===== src/verilog/vbc_pkg.sv =====
// constants, types and helpers of the video buffer configuration slave
//
// Overview of operation
// - start is data falling while clock high
// - data changes only while clock is low
// - acknowledge own address through ninth clock
// - each byte is eight bits plus acknowledge
// - stop is data rising while clock high
// - transmitter releases data during acknowledge clock
// - one subaddress and one data byte per write
// - read returns exactly one byte
// - channel registers have no defined power-up value
// - stray acknowledge clears after one clock cycle
// - address is 01011 plus two select pins
// - address select pins sampled continuously, never latched
// - first byte after start is the address
// - write stores byte into selected channel register
// - read returns most recently selected channel register
// - subaddresses one to three select channels
// - direction bit zero writes, one reads
// - four configuration fields in each channel register

package vbc_pkg;

	// ****************************************************************
	// bus constants
	// ****************************************************************
	localparam logic [4:0] VBC_ADDR_PREFIX   = 5'h0b;
	localparam logic       VBC_RW_WRITE      = 1'h0;
	localparam logic       VBC_RW_READ       = 1'h1;
	localparam logic [3:0] VBC_BITS_PER_BYTE = 4'h8;
	localparam logic [3:0] VBC_LAST_BIT      = 4'h7;
	localparam logic       VBC_LINE_IDLE     = 1'h1;
	localparam int         VBC_LINE_SCL      = 0;
	localparam int         VBC_LINE_SDA      = 1;
	localparam int         VBC_GLITCH_CYCLES = 3;
	localparam int         VBC_GLITCH_MAX    = 8;

	// ****************************************************************
	// channel registers and fields
	// ****************************************************************
	localparam int         VBC_NUM_CHAN       = 3;
	localparam logic [7:0] VBC_SUB_CHAN_ONE   = 8'h01;
	localparam logic [7:0] VBC_SUB_CHAN_TWO   = 8'h02;
	localparam logic [7:0] VBC_SUB_CHAN_THREE = 8'h03;
	localparam logic [7:0] VBC_UNMAPPED_READ  = 8'h00;
	localparam logic [7:0] VBC_SUB_RESET      = 8'h00;
	localparam int         VBC_CLAMP_MSB      = 7;
	localparam int         VBC_CLAMP_LSB      = 6;
	localparam int         VBC_MUX_BIT        = 5;
	localparam int         VBC_LPF_MSB        = 4;
	localparam int         VBC_LPF_LSB        = 3;
	localparam int         VBC_BIAS_MSB       = 2;
	localparam int         VBC_BIAS_LSB       = 0;

	typedef enum logic [9:0]
	{
		VBC_ST_IDLE     = 10'h001,
		VBC_ST_ADDR     = 10'h002,
		VBC_ST_ADDR_ACK = 10'h004,
		VBC_ST_SUB      = 10'h008,
		VBC_ST_SUB_ACK  = 10'h010,
		VBC_ST_DATA     = 10'h020,
		VBC_ST_DATA_ACK = 10'h040,
		VBC_ST_READ     = 10'h080,
		VBC_ST_READ_ACK = 10'h100,
		VBC_ST_IGNORE   = 10'h200
	} vbc_state_e;

	// subaddress to channel number, zero when unmapped
	function automatic logic [1:0] vbc_sub_index(input logic [7:0] sub);
		unique case (sub)
			VBC_SUB_CHAN_ONE:   return 2'h1;
			VBC_SUB_CHAN_TWO:   return 2'h2;
			VBC_SUB_CHAN_THREE: return 2'h3;
			default:            return 2'h0;
		endcase
	endfunction

endpackage


===== src/verilog/vbc_line_if.sv =====
// filtered two-wire line levels and events
`timescale 1ns/1ns
`default_nettype none

interface vbc_line_if;
	logic scl_level;
	logic sda_level;
	logic scl_rise;
	logic scl_fall;
	logic start_det;
	logic stop_det;

	modport prod (output scl_level, sda_level, scl_rise, scl_fall, start_det, stop_det);
	modport cons (input  scl_level, sda_level, scl_rise, scl_fall, start_det, stop_det);
endinterface

`default_nettype wire


===== src/verilog/vbc_deglitch.sv =====
// synchroniser, deglitch filter and bus condition detector
`timescale 1ns/1ns
`default_nettype none

module vbc_deglitch
	import vbc_pkg::*;
#(
	parameter int GLITCH_CYCLES = VBC_GLITCH_CYCLES
)
(
	input  wire logic  ref_clk,
	input  wire logic  rst_b,
	input  wire logic  scl_in,
	input  wire logic  sda_in,
	vbc_line_if.prod   line
);

	if (GLITCH_CYCLES < 1 || GLITCH_CYCLES > VBC_GLITCH_MAX)
	begin : g_bad
		$error("GLITCH_CYCLES out of range");
	end

	localparam logic [3:0] GLITCH_LAST = 4'(GLITCH_CYCLES - 1);

	logic [1:0] pin_raw;
	logic [1:0] meta_reg;
	logic [1:0] sync_reg;
	logic [1:0] filt_reg;
	logic [1:0] prev_reg;

	assign pin_raw = {sda_in, scl_in};

	// ****************************************************************
	// two-flop synchroniser
	// ****************************************************************
	always_ff @(posedge ref_clk)
	begin
		if (!rst_b)
		begin
			meta_reg <= {2{VBC_LINE_IDLE}};
			sync_reg <= {2{VBC_LINE_IDLE}};
		end
		else
		begin
			meta_reg <= pin_raw;
			sync_reg <= meta_reg;
		end
	end

	// ****************************************************************
	// level filter per line
	// ****************************************************************
	for (genvar i = 0; i < 2; i++)
	begin : g_filt
		logic [3:0] cnt_reg;
		logic       differ;

		assign differ = sync_reg[i] != filt_reg[i];

		always_ff @(posedge ref_clk)
		begin
			if (!rst_b)
			begin
				cnt_reg     <= 4'h0;
				filt_reg[i] <= VBC_LINE_IDLE;
			end
			else if (differ && cnt_reg == GLITCH_LAST)
			begin
				cnt_reg     <= 4'h0;
				filt_reg[i] <= sync_reg[i];
			end
			else
			begin
				cnt_reg     <= differ ? cnt_reg + 4'h1 : 4'h0;
			end
		end
	end

	always_ff @(posedge ref_clk)
	begin
		if (!rst_b)
			prev_reg <= {2{VBC_LINE_IDLE}};
		else
			prev_reg <= filt_reg;
	end

	// ****************************************************************
	// edges and bus conditions
	// ****************************************************************
	assign line.scl_level = filt_reg[VBC_LINE_SCL];
	assign line.sda_level = filt_reg[VBC_LINE_SDA];
	assign line.scl_rise  = filt_reg[VBC_LINE_SCL] & ~prev_reg[VBC_LINE_SCL];
	assign line.scl_fall  = ~filt_reg[VBC_LINE_SCL] & prev_reg[VBC_LINE_SCL];
	assign line.start_det = prev_reg[VBC_LINE_SDA] & ~filt_reg[VBC_LINE_SDA]
		& filt_reg[VBC_LINE_SCL] & prev_reg[VBC_LINE_SCL];
	assign line.stop_det  = ~prev_reg[VBC_LINE_SDA] & filt_reg[VBC_LINE_SDA]
		& filt_reg[VBC_LINE_SCL] & prev_reg[VBC_LINE_SCL];

endmodule // vbc_deglitch

`default_nettype wire


===== src/verilog/vbc_chan_regs.sv =====
// the three channel configuration registers
`timescale 1ns/1ns
`default_nettype none

module vbc_chan_regs
	import vbc_pkg::*;
(
	input  wire logic                          ref_clk,
	input  wire logic                          wr_en,
	input  wire logic [7:0]                    wr_sub,
	input  wire logic [7:0]                    wr_data,
	input  wire logic [7:0]                    rd_sub,
	output logic      [7:0]                    rd_data,
	output logic      [VBC_NUM_CHAN-1:0][7:0]  cfg
);

	logic [7:0] cfg_reg [VBC_NUM_CHAN];
	logic [1:0] wr_idx;
	logic [1:0] rd_idx;
	logic [1:0] wr_slot;
	logic [1:0] rd_slot;

	assign wr_idx  = vbc_sub_index(wr_sub);
	assign rd_idx  = vbc_sub_index(rd_sub);
	assign wr_slot = wr_idx - 2'h1;
	assign rd_slot = rd_idx - 2'h1;

	// ****************************************************************
	// storage, deliberately without reset
	// ****************************************************************
	// random power-up contents
	always_ff @(posedge ref_clk)
	begin
		if (wr_en && wr_idx != 2'h0)
			cfg_reg[wr_slot] <= wr_data;
	end

	always_ff @(posedge ref_clk)
	begin
		rd_data <= (rd_idx == 2'h0) ? VBC_UNMAPPED_READ : cfg_reg[rd_slot];
	end

	for (genvar i = 0; i < VBC_NUM_CHAN; i++)
	begin : g_out
		assign cfg[i] = cfg_reg[i];
	end

endmodule // vbc_chan_regs

`default_nettype wire


===== src/verilog/vbc_i2c_slave.sv =====
// two-wire configuration slave of the three-channel video buffer
`timescale 1ns/1ns
`default_nettype none

module vbc_i2c_slave
	import vbc_pkg::*;
#(
	parameter int GLITCH_CYCLES = VBC_GLITCH_CYCLES
)
(
	input  wire logic                          ref_clk,
	input  wire logic                          rst_b,
	input  wire logic                          scl_in,
	input  wire logic                          sda_in,
	output logic                               sda_out,
	output logic                               sda_oe,
	input  wire logic                          addr_select_high_pin,
	input  wire logic                          addr_select_low_pin,
	output logic                               link_active,
	output logic      [VBC_NUM_CHAN-1:0][1:0]  clamp_filter_sel,
	output logic      [VBC_NUM_CHAN-1:0]       input_mux_sel,
	output logic      [VBC_NUM_CHAN-1:0][1:0]  video_filter_sel,
	output logic      [VBC_NUM_CHAN-1:0][2:0]  bias_mode_sel
);

	// ****************************************************************
	// declarations
	// ****************************************************************
	vbc_line_if line ();

	vbc_state_e                  state_reg;
	vbc_state_e                  state_next;
	logic       [3:0]            bit_cnt_reg;
	logic       [3:0]            bit_cnt_next;
	logic       [7:0]            shift_reg;
	logic       [7:0]            shift_next;
	logic       [7:0]            tx_reg;
	logic       [7:0]            tx_next;
	logic       [7:0]            sub_reg;
	logic       [7:0]            sub_next;
	logic                        oe_reg;
	logic                        oe_next;
	logic       [1:0]            asel_meta_reg;
	logic       [1:0]            asel_reg;
	logic       [6:0]            own_addr;
	logic                        addr_match;
	logic                        rw_bit;
	logic                        byte_full;
	logic                        byte_state;
	logic                        take_bit;
	logic                        ack_fall;
	logic                        wr_en;
	logic       [7:0]            rd_data;
	logic       [VBC_NUM_CHAN-1:0][7:0] cfg;

	// ****************************************************************
	// line conditioning
	// ****************************************************************
	vbc_deglitch #(
		.GLITCH_CYCLES (GLITCH_CYCLES)
	) u_deglitch (
		.ref_clk (ref_clk),
		.rst_b   (rst_b),
		.scl_in  (scl_in),
		.sda_in  (sda_in),
		.line    (line.prod)
	);

	// ****************************************************************
	// address select pins
	// ****************************************************************
	// synchronised, never latched
	always_ff @(posedge ref_clk)
	begin
		if (!rst_b)
		begin
			asel_meta_reg <= 2'h0;
			asel_reg      <= 2'h0;
		end
		else
		begin
			asel_meta_reg <= {addr_select_high_pin, addr_select_low_pin};
			asel_reg      <= asel_meta_reg;
		end
	end

	assign own_addr   = {VBC_ADDR_PREFIX, asel_reg};
	assign addr_match = shift_reg[7:1] == own_addr;
	assign rw_bit     = shift_reg[0];

	// ****************************************************************
	// byte framing
	// ****************************************************************
	assign byte_state = state_reg == VBC_ST_ADDR
		|| state_reg == VBC_ST_SUB
		|| state_reg == VBC_ST_DATA;
	assign take_bit   = byte_state && line.scl_rise && bit_cnt_reg != VBC_BITS_PER_BYTE;
	assign byte_full  = line.scl_fall && bit_cnt_reg == VBC_BITS_PER_BYTE;
	assign ack_fall   = line.scl_fall;
	assign wr_en      = state_reg == VBC_ST_DATA && byte_full
		&& !line.start_det && !line.stop_det;

	// ****************************************************************
	// transaction sequencer
	// ****************************************************************
	always_comb
	begin
		state_next   = state_reg;
		bit_cnt_next = bit_cnt_reg;
		shift_next   = shift_reg;
		tx_next      = tx_reg;
		sub_next     = sub_reg;
		oe_next      = oe_reg;

		if (take_bit)
		begin
			shift_next   = {shift_reg[6:0], line.sda_level};
			bit_cnt_next = bit_cnt_reg + 4'h1;
		end

		if (line.start_det)
		begin
			state_next   = VBC_ST_ADDR;
			bit_cnt_next = 4'h0;
			oe_next      = 1'h0;
		end
		else if (line.stop_det)
		begin
			state_next   = VBC_ST_IDLE;
			bit_cnt_next = 4'h0;
			oe_next      = 1'h0;
		end
		else
		begin
			unique case (state_reg)
				VBC_ST_IDLE,
				VBC_ST_IGNORE:
				begin
					oe_next = 1'h0;
				end
				VBC_ST_ADDR:
				begin
					if (byte_full)
					begin
						state_next = addr_match ? VBC_ST_ADDR_ACK : VBC_ST_IGNORE;
						oe_next    = addr_match;
					end
				end
				VBC_ST_ADDR_ACK:
				begin
					if (ack_fall)
					begin
						bit_cnt_next = 4'h0;
						if (rw_bit == VBC_RW_READ)
						begin
							state_next = VBC_ST_READ;
							tx_next    = rd_data;
							oe_next    = ~rd_data[7];
						end
						else
						begin
							state_next = VBC_ST_SUB;
							oe_next    = 1'h0;
						end
					end
				end
				VBC_ST_SUB:
				begin
					if (byte_full)
					begin
						state_next = VBC_ST_SUB_ACK;
						sub_next   = shift_reg;
						oe_next    = 1'h1;
					end
				end
				VBC_ST_SUB_ACK:
				begin
					if (ack_fall)
					begin
						state_next   = VBC_ST_DATA;
						bit_cnt_next = 4'h0;
						oe_next      = 1'h0;
					end
				end
				VBC_ST_DATA:
				begin
					if (byte_full)
					begin
						state_next = VBC_ST_DATA_ACK;
						oe_next    = 1'h1;
					end
				end
				VBC_ST_DATA_ACK:
				begin
					if (ack_fall)
					begin
						state_next   = VBC_ST_IGNORE;
						bit_cnt_next = 4'h0;
						oe_next      = 1'h0;
					end
				end
				VBC_ST_READ:
				begin
					if (line.scl_fall)
					begin
						if (bit_cnt_reg == VBC_LAST_BIT)
						begin
							state_next = VBC_ST_READ_ACK;
							oe_next    = 1'h0;
						end
						else
						begin
							tx_next      = {tx_reg[6:0], 1'h0};
							oe_next      = ~tx_reg[6];
							bit_cnt_next = bit_cnt_reg + 4'h1;
						end
					end
				end
				VBC_ST_READ_ACK:
				begin
					if (ack_fall)
					begin
						state_next   = VBC_ST_IGNORE;
						bit_cnt_next = 4'h0;
						oe_next      = 1'h0;
					end
				end
				default:
				begin
					state_next   = VBC_ST_IDLE;
					bit_cnt_next = 4'h0;
					oe_next      = 1'h0;
				end
			endcase
		end
	end

	always_ff @(posedge ref_clk)
	begin
		if (!rst_b)
		begin
			state_reg   <= VBC_ST_IDLE;
			bit_cnt_reg <= 4'h0;
			shift_reg   <= 8'h00;
			tx_reg      <= 8'h00;
			sub_reg     <= VBC_SUB_RESET;
			oe_reg      <= 1'h0;
		end
		else
		begin
			state_reg   <= state_next;
			bit_cnt_reg <= bit_cnt_next;
			shift_reg   <= shift_next;
			tx_reg      <= tx_next;
			sub_reg     <= sub_next;
			oe_reg      <= oe_next;
		end
	end

	// ****************************************************************
	// channel register file
	// ****************************************************************
	vbc_chan_regs u_regs (
		.ref_clk (ref_clk),
		.wr_en   (wr_en),
		.wr_sub  (sub_reg),
		.wr_data (shift_reg),
		.rd_sub  (sub_reg),
		.rd_data (rd_data),
		.cfg     (cfg)
	);

	// ****************************************************************
	// outputs
	// ****************************************************************
	assign sda_out     = 1'h0;
	assign sda_oe      = oe_reg;
	assign link_active = state_reg != VBC_ST_IDLE && state_reg != VBC_ST_IGNORE;

	for (genvar c = 0; c < VBC_NUM_CHAN; c++)
	begin : g_fields
		assign clamp_filter_sel[c] = cfg[c][VBC_CLAMP_MSB:VBC_CLAMP_LSB];
		assign input_mux_sel[c]    = cfg[c][VBC_MUX_BIT];
		assign video_filter_sel[c] = cfg[c][VBC_LPF_MSB:VBC_LPF_LSB];
		assign bias_mode_sel[c]    = cfg[c][VBC_BIAS_MSB:VBC_BIAS_LSB];
	end

endmodule // vbc_i2c_slave

`default_nettype wire


===== config.mk =====
export PLATFORM = sky130hd
export DESIGN_NAME = vbc_i2c_slave
export DESIGN_NICKNAME = d
export VERILOG_FILES = /design/src/verilog/vbc_pkg.sv /design/src/verilog/vbc_line_if.sv /design/src/verilog/vbc_deglitch.sv /design/src/verilog/vbc_chan_regs.sv /design/src/verilog/vbc_i2c_slave.sv
export SDC_FILE = /design/constraint.sdc
export NUM_CORES = 1
export LEC_CHECK = 0
export ABC_CLOCK_PERIOD_IN_PS = 4550
export BUFFER_PORTS_ARGS = -buffer_cell sky130_fd_sc_hd__buf_2
export CORE_MARGIN = 3
export CORE_UTILIZATION = 40
export DETAILED_ROUTE_END_ITERATION = 8
export MAX_ROUTING_LAYER = met4
export PLACE_DENSITY = 0.63
export SLEW_MARGIN = 25
export SYNTH_ARGS = -nofsm -noshare
export SYNTH_HDL_FRONTEND = slang
export SYNTH_SLANG_ARGS = --single-unit

===== constraint.sdc =====
create_clock -name ref_clk -period 4.55 [get_ports ref_clk]
set_clock_uncertainty 0.2 [all_clocks]
set_input_delay 0.6825 -clock ref_clk [delete_from_list [all_inputs] [get_ports ref_clk]]
set_output_delay 0.6825 -clock ref_clk [all_outputs]
set_load 0.02 [all_outputs]

==> summary.md, run 1 <==
| Metric | Value |
|---|---|
| Layout Nets | `425` |
| Lkg Pwr | `1.85 nW` |
| Post-CTS Setup Bufs | `0` |
| Core area | `0.0103 sq mm` |
| Worst-Margin Slew | `0.893 ns` |
| Number of flops mapped to enable cells by yosys | `32` |
| PwrDens | `330 mW/mm^2` |
| CTS resizes | `0` |
| Sw Share | `0.212` |
| Gate Count Post-Synth | `375` |
| Tot GR Track Use | `0.154` |
| Clk sinks | `98` |
| Async SR Flop Fraction | `0` |
| Die W | `109 um` |
| Total grt overflow | `0` |
| Antenna violations before repair | `0` |
| Synthesized area | `0.00426 sq mm` |
| Setup violators final | `0` |
| CTS buffer count | `9` |
| Post-DP HPWL | `5940 um` |
| First-pass GRT wire length | `13500 um` |
| CP Launch Point | `sub_reg[3]` |
| Rows | `37` |
| Wirelength per Cell | `15.0 um` |
| Share of power burned in registers | `0.582` |
| Post-layout util | `0.460` |
| Combinational fraction of design power | `0.041` |
| Area Growth Syn to Fin | `11.6%` |
| RSZ-0062 raised after global routing | `false` |
| Clk root buf | `clkbuf_8` |
| CP Data Required Time | `4.37 ns` |
| DRT Wirelength | `8250 um` |
| Largest register FFs | `32` |
| Worst Path Max Fanout | `11` |
| Filler cells | `981` |
| Worst setup EP type | `flop` |
| Vias in the first global route | `2683` |
| Routability Congestion | `0.872` |
| Hold Crit Class | `flop to flop` |
| Critical R2R Capture | `u_regs.cfg_reg[0][3]` |
| Setup crit start kind | `flop` |
| Die Height | `109 um` |
| Pint | `1.23 mW` |
| PortBufs | `31` |
| Worst setup path class | `flop to flop` |
| Post-route ant nets | `0` |
| Clock-pin slew on the worst setup and hold paths | `0.08 ns` |
| Post-route DRC | `0` |
| Largest net degree at the start of global routing | `25` |
| Status | `completed` |
| Synth Flop Type | `dfxtp_1` |
| H-tree Lvls | `3` |
| Period utilization | `0.624` |
| Clock buffer depth | `2` |
| Die ar. | `0.0119 sq mm` |
| Worst reg2reg path depth | `6` |
| DRT iter0 DRCs | `134` |
| Vias/cell | `5.07` |
| Setup_tns | `0 ns` |
| Ant. Diodes | `0` |
| Count of cell types in the netlist | `53` |
| Peak VDD IR | `0.227 mV` |
| Detailed Routing Iterations Pass 1 | `4` |
| Via count | `2789` |
| End point of the critical path | `u_regs.cfg_reg[0][3]` |
| Initial Utilization | `0.412` |
| Final hold viol count | `0` |
| Synth warnings | `0` |
| Reg2Reg Launch Point | `sub_reg[3]` |
| Worst relative slew slack | `0.404` |
| Critical Path AT | `2.66 ns` |
| I/O Pins | `33` |
| Minimum clock period | `2.84 ns` |
| Number of synthesized register bits | `98` |
| Seq/Total Area, Yosys | `0.536` |
| Clock latency on the worst-skew pair | `0.36 ns` |
| Net load switching power | `0.332 mW` |
| CTS tree | `done` |
| Share of cells above drive strength 1 | `0.186` |
| # Max-Cap Violations | `0` |
| Syn Area/Cell | `11.3 sq um` |
| Final max-slew violation count | `0` |
| Clock power frac | `0.377` |
| FMAX | `352 MHz` |
| Hold_buf cts | `0` |
| R2r setup slk | `1.71 ns` |
-- metal layers --
metal,track usage,routed length [um],up-vias
met5,-,0,-
met4,0.0658,173,0
met3,0.0308,287,19
met2,0.240,3910,48
met1,0.194,3880,1345
li1,-,-,1377
-- logic make-up after synthesis --
group	count (synthesis)	share of synthesized area
AND/OR/NAND/NOR	142	0.183
flip-flops	98	0.536
multiplexers	44	0.129
AO/OA/AOI/OAI	34	0.0576
buffers and inverters	33	0.0368
XOR/XNOR	13	0.0268
adder cells (fa/ha/maj)	10	0.0294
other	1	0.000881
-- power by group through the flow --
stage          clock network [mW]  logic (mW)  registers, mW
2_1_floorplan                   0      0.0514          0.930
3_3_place_gp                    0      0.0636          0.931
3_5_place_dp                    0      0.0648          0.931
4_1_cts                     0.614      0.0652          0.911
5_1_grt                     0.648      0.0717          0.912
6_report                    0.591      0.0647          0.911
-- Yosys cell counts, types with 7 or more instances --
master,n,area [sq um]
and2_1,7,43.8
xor2_1,11,96.3
mux2_2,7,78.8
o21ai_0,7,35.0
nand2b_1,7,43.8
nor2_1,54,203
mux4_2,8,180
nor2b_1,12,75.1
ha_1,10,125
dfxtp_1,66,1320
nand3_1,13,65.1
mux2i_1,29,290
nand2_1,14,52.6
inv_1,16,60.1
clkbuf_1,8,30.0
edfxtp_1,32,961
-- critical path, stage by stage, from the launching register on --
cell,delay (ns)
dfxtp_1,0.32
or4_4,0.54
nor3_4,0.18
nand2_4,0.17
ha_1,0.36
nor3_1,0.32
and2_1,0.41
-- per-stage QoR --
stage / area, sq um / hold slack (ns) / total power, mW / worst slack, ns / cells
after global placement: 4530 / 0.190 / 0.995 / 1.79 / 534
after global routing: 4750 / 0.226 / 1.63 / 1.51 / 550
final: 4750 / 0.213 / 1.57 / 1.71 / 550
after CTS: 4740 / 0.219 / 1.59 / 1.70 / 550
after floorplan: 4290 / 0.186 / 0.981 / 2.02 / 383
after detailed placement: 4530 / 0.199 / 0.996 / 1.70 / 534
-- worst min-delay path by stage --
| stage | from | to | slack [ns] | cells after the start |
|---|---|---|---|---|
| 3_3_place_gp | u_deglitch.meta_reg[0] | u_deglitch.sync_reg[0] | 0.19 | 1 |
| 3_5_place_dp | u_deglitch.meta_reg[0] | u_deglitch.sync_reg[0] | 0.20 | 1 |
| 2_1_floorplan | u_deglitch.meta_reg[0] | u_deglitch.sync_reg[0] | 0.19 | 1 |
| 4_1_cts | u_deglitch.meta_reg[0] | u_deglitch.sync_reg[0] | 0.22 | 1 |
| 6_report | u_deglitch.meta_reg[0] | u_deglitch.sync_reg[0] | 0.21 | 1 |
| 5_1_grt | u_deglitch.meta_reg[0] | u_deglitch.sync_reg[0] | 0.23 | 1 |
-- cells in the final DEF, fill, tap and decap left out, drive strengths merged, types with 7 or more instances in the layout --
cell / netlist / final
nor3: 9 / 9
ha: 10 / 10
mux2: 7 / 7
mux2i: 29 / 29
nor2: 54 / 54
o21ai: 11 / 11
clkbuf: 8 / 13
dfxtp: 66 / 66
xor2: 11 / 11
conb: 1 / 9
and2: 7 / 7
nand2b: 7 / 7
nand3: 13 / 13
inv: 16 / 16
mux4: 8 / 8
nor2b: 12 / 12
buf: 9 / 32
nand2: 15 / 15
edfxtp: 32 / 32
-- layout make-up --
class                      count  area, sq um  share of cell area
sequential                    98         2280               0.481
multi-input combinational    252         1860               0.391
clock buffer                  13          170              0.0358
tap                          136          170              0.0358
timing repair buffer          32          163              0.0342
inverter                      16         60.1              0.0126
clock inverter                 3         46.3             0.00975
Note: power is estimated with default switching activity, not from simulation.
==> run 2, diff against run 1 <==
- ABC_CLOCK_PERIOD_IN_PS: 4550 -> 2700
- clock period: 4.55 -> 2.7 ns (I/O delays scaled with it)
==> run 2 against run 1 <==
  * Sequential power up 68%
  * Fmax up 12%
  * Setup slack worse by 1.6 ns
  * Non-clock buffer count up 10
  * Die area unchanged
  * Highest routed layer unchanged
  * Utilization up 0.44 points
  * Final area up 0.95%
  * Critical endpoint is now u_regs.cfg_reg[0][4]
  * Sequential cell count unchanged
==> summary.md, run 2 (synthesized netlist as in run 1, its figures left out) <==
| Metric | Value |
|---|---|
| Status | `completed` |
| Tot GR Track Use | `0.158` |
| Final instance area | `0.00479 sq mm` |
| Critical Path AT | `2.40 ns` |
| Vias in the first global route | `2800` |
| Worst relative slew slack | `0.489` |
| Rows | `37` |
| Post-route DRC | `0` |
| CP Launch Point | `sub_reg[3]` |
| FMAX | `393 MHz` |
| Largest register FFs | `32` |
| Die Height | `109 um` |
| Minimum clock period | `2.54 ns` |
| Clock latency on the worst-skew pair | `0.36 ns` |
| RSZ-0062 raised after global routing | `false` |
| Setup_tns | `0 ns` |
| Hold Crit Class | `input pin to flop` |
| Area Growth Syn to Fin | `12.7%` |
| End point of the critical path | `u_regs.cfg_reg[0][4]` |
| Worst reg2reg path depth | `6` |
| PwrDens | `531 mW/mm^2` |
| Post-route ant nets | `0` |
| I/O Pins | `33` |
| Worst setup EP type | `flop` |
| Largest net degree at the start of global routing | `25` |
| Clock-pin slew on the worst setup and hold paths | `0.09 ns` |
| Most frequent cells in the layout | `66 x dfxtp_1, 54 x nor2_1, 32 x edfxtp_1` |
| Routability Congestion | `0.863` |
| H-tree Lvls | `3` |
| CP Data Required Time | `2.56 ns` |
| Peak VDD IR | `0.306 mV` |
| Clk sinks | `98` |
| Final hold viol count | `0` |
| Vias/cell | `5.05` |
| Post-DP HPWL | `6070 um` |
| Wirelength per Cell | `14.8 um` |
| DRT iter0 DRCs | `95` |
| # Max-Cap Violations | `0` |
| Most common cell after layout, fill and taps aside | `dfxtp_1` |
| Layout Nets | `435` |
| Die ar. | `0.0119 sq mm` |
| R2r setup slk | `0.16 ns` |
| CTS buffer count | `9` |
| Placed Area | `0.00460 sq mm` |
| Detailed Routing Iterations Pass 1 | `4` |
| Number of instances in the placed design | `544` |
| Lkg Pwr | `1.89 nW` |
| Worst Path Max Fanout | `8` |
| Die W | `109 um` |
| PortBufs | `31` |
| First-pass GRT wire length | `13900 um` |
| Antenna violations before repair | `0` |
| Post-CTS Setup Bufs | `0` |
| Hold_buf cts | `0` |
| Hold path startpoint | `scl_in` |
| Final max-slew violation count | `0` |
| Share of cells above drive strength 1 | `0.215` |
| DRT Wirelength | `8280 um` |
| Clk root buf | `clkbuf_8` |
| Critical R2R Capture | `u_regs.cfg_reg[0][4]` |
| Worst-Margin Slew | `0.766 ns` |
| Period utilization | `0.942` |
| CTS tree | `done` |
| Core area | `0.0103 sq mm` |
| Non-filler cells, final | `560` |
| Total grt overflow | `0` |
| Ant. Diodes | `0` |
| Setup crit start kind | `flop` |
| Reg2Reg Launch Point | `sub_reg[3]` |
| Setup violators final | `0` |
| Initial Utilization | `0.412` |
| Clock buffer depth | `2` |
| Worst setup path class | `flop to flop` |
| Via count | `2829` |
## run 2: changes by cell type in the layout (fill, tap and decap cells not counted)
cell / delta
inv_6: +1
clkinv_2: +1
buf_4: +10
and2_2: +3
clkbuf_1: -1
bufinv_16: -1
nor3_2: +1
nor3_4: -1
clkbuf_8: -1
and2_1: -3
inv_4: +1
## run 2: cell type report
class,instances,area (sq um)
sequential,98,2280
clock buffer,11,153
timing repair buffer,42,238
multi-input combinational,252,1860
inverter,16,60.1
fill,963,5530
clock inverter,5,36.3
tap,136,170
## run 2: how the worst min path moves through the flow
| stage | depth (start not counted) | slack [ns] | to |
|---|---|---|---|
| final | 2 | 0.02 | u_deglitch.meta_reg[0] |
| after CTS | 2 | 0.0004 | u_deglitch.meta_reg[0] |
| after global routing | 2 | 0.005 | u_deglitch.meta_reg[0] |
| after global placement | 1 | 0.19 | u_deglitch.sync_reg[0] |
| after floorplan | 1 | 0.19 | u_deglitch.sync_reg[0] |
| after detailed placement | 1 | 0.20 | u_deglitch.sync_reg[0] |
## run 2: per-stage QoR
stage / utilization / hold WS, ns / total power, mW / worst slack [ns]
2_1_floorplan: - / 0.186 / 1.65 / 0.172
3_3_place_gp: 0.446 / 0.191 / 1.68 / 0.148
3_5_place_dp: 0.446 / 0.198 / 1.68 / 0.0257
4_1_cts: 0.464 / 0.000403 / 2.57 / 0.00474
5_1_grt: 0.464 / 0.00454 / 2.65 / 0.0129
6_report: 0.464 / 0.0210 / 2.55 / 0.157
## run 2: power breakdown
group	leakage, nW	internal, mW	switching (mW)	total [mW]
Sequential	0.839	1.52	0.00940	1.53
Clock	0.0954	0.396	0.510	0.905
Combinational	0.957	0.0422	0.0651	0.107
Total	1.89	1.96	0.584	2.55
## run 2: metal layers
metal	global-route usage	part of all wire
met5	-	0
met3	0.0272	0.032
met1	0.201	0.47
met2	0.242	0.47
met4	0.0812	0.029
## run 2: worst max-delay path, stage by stage (launching register included)
cell and delay (ns):
dfxtp_1 0.32, or4_4 0.54, nor3_4 0.18, nand2_4 0.12
ha_1 0.24, nor3_1 0.29, and2_2 0.33
## run 2: repair_timing
action	in CTS	in global routing
resized for setup	0	3
endpoints found under the setup margin	0	24
endpoints found under the hold margin	0	0
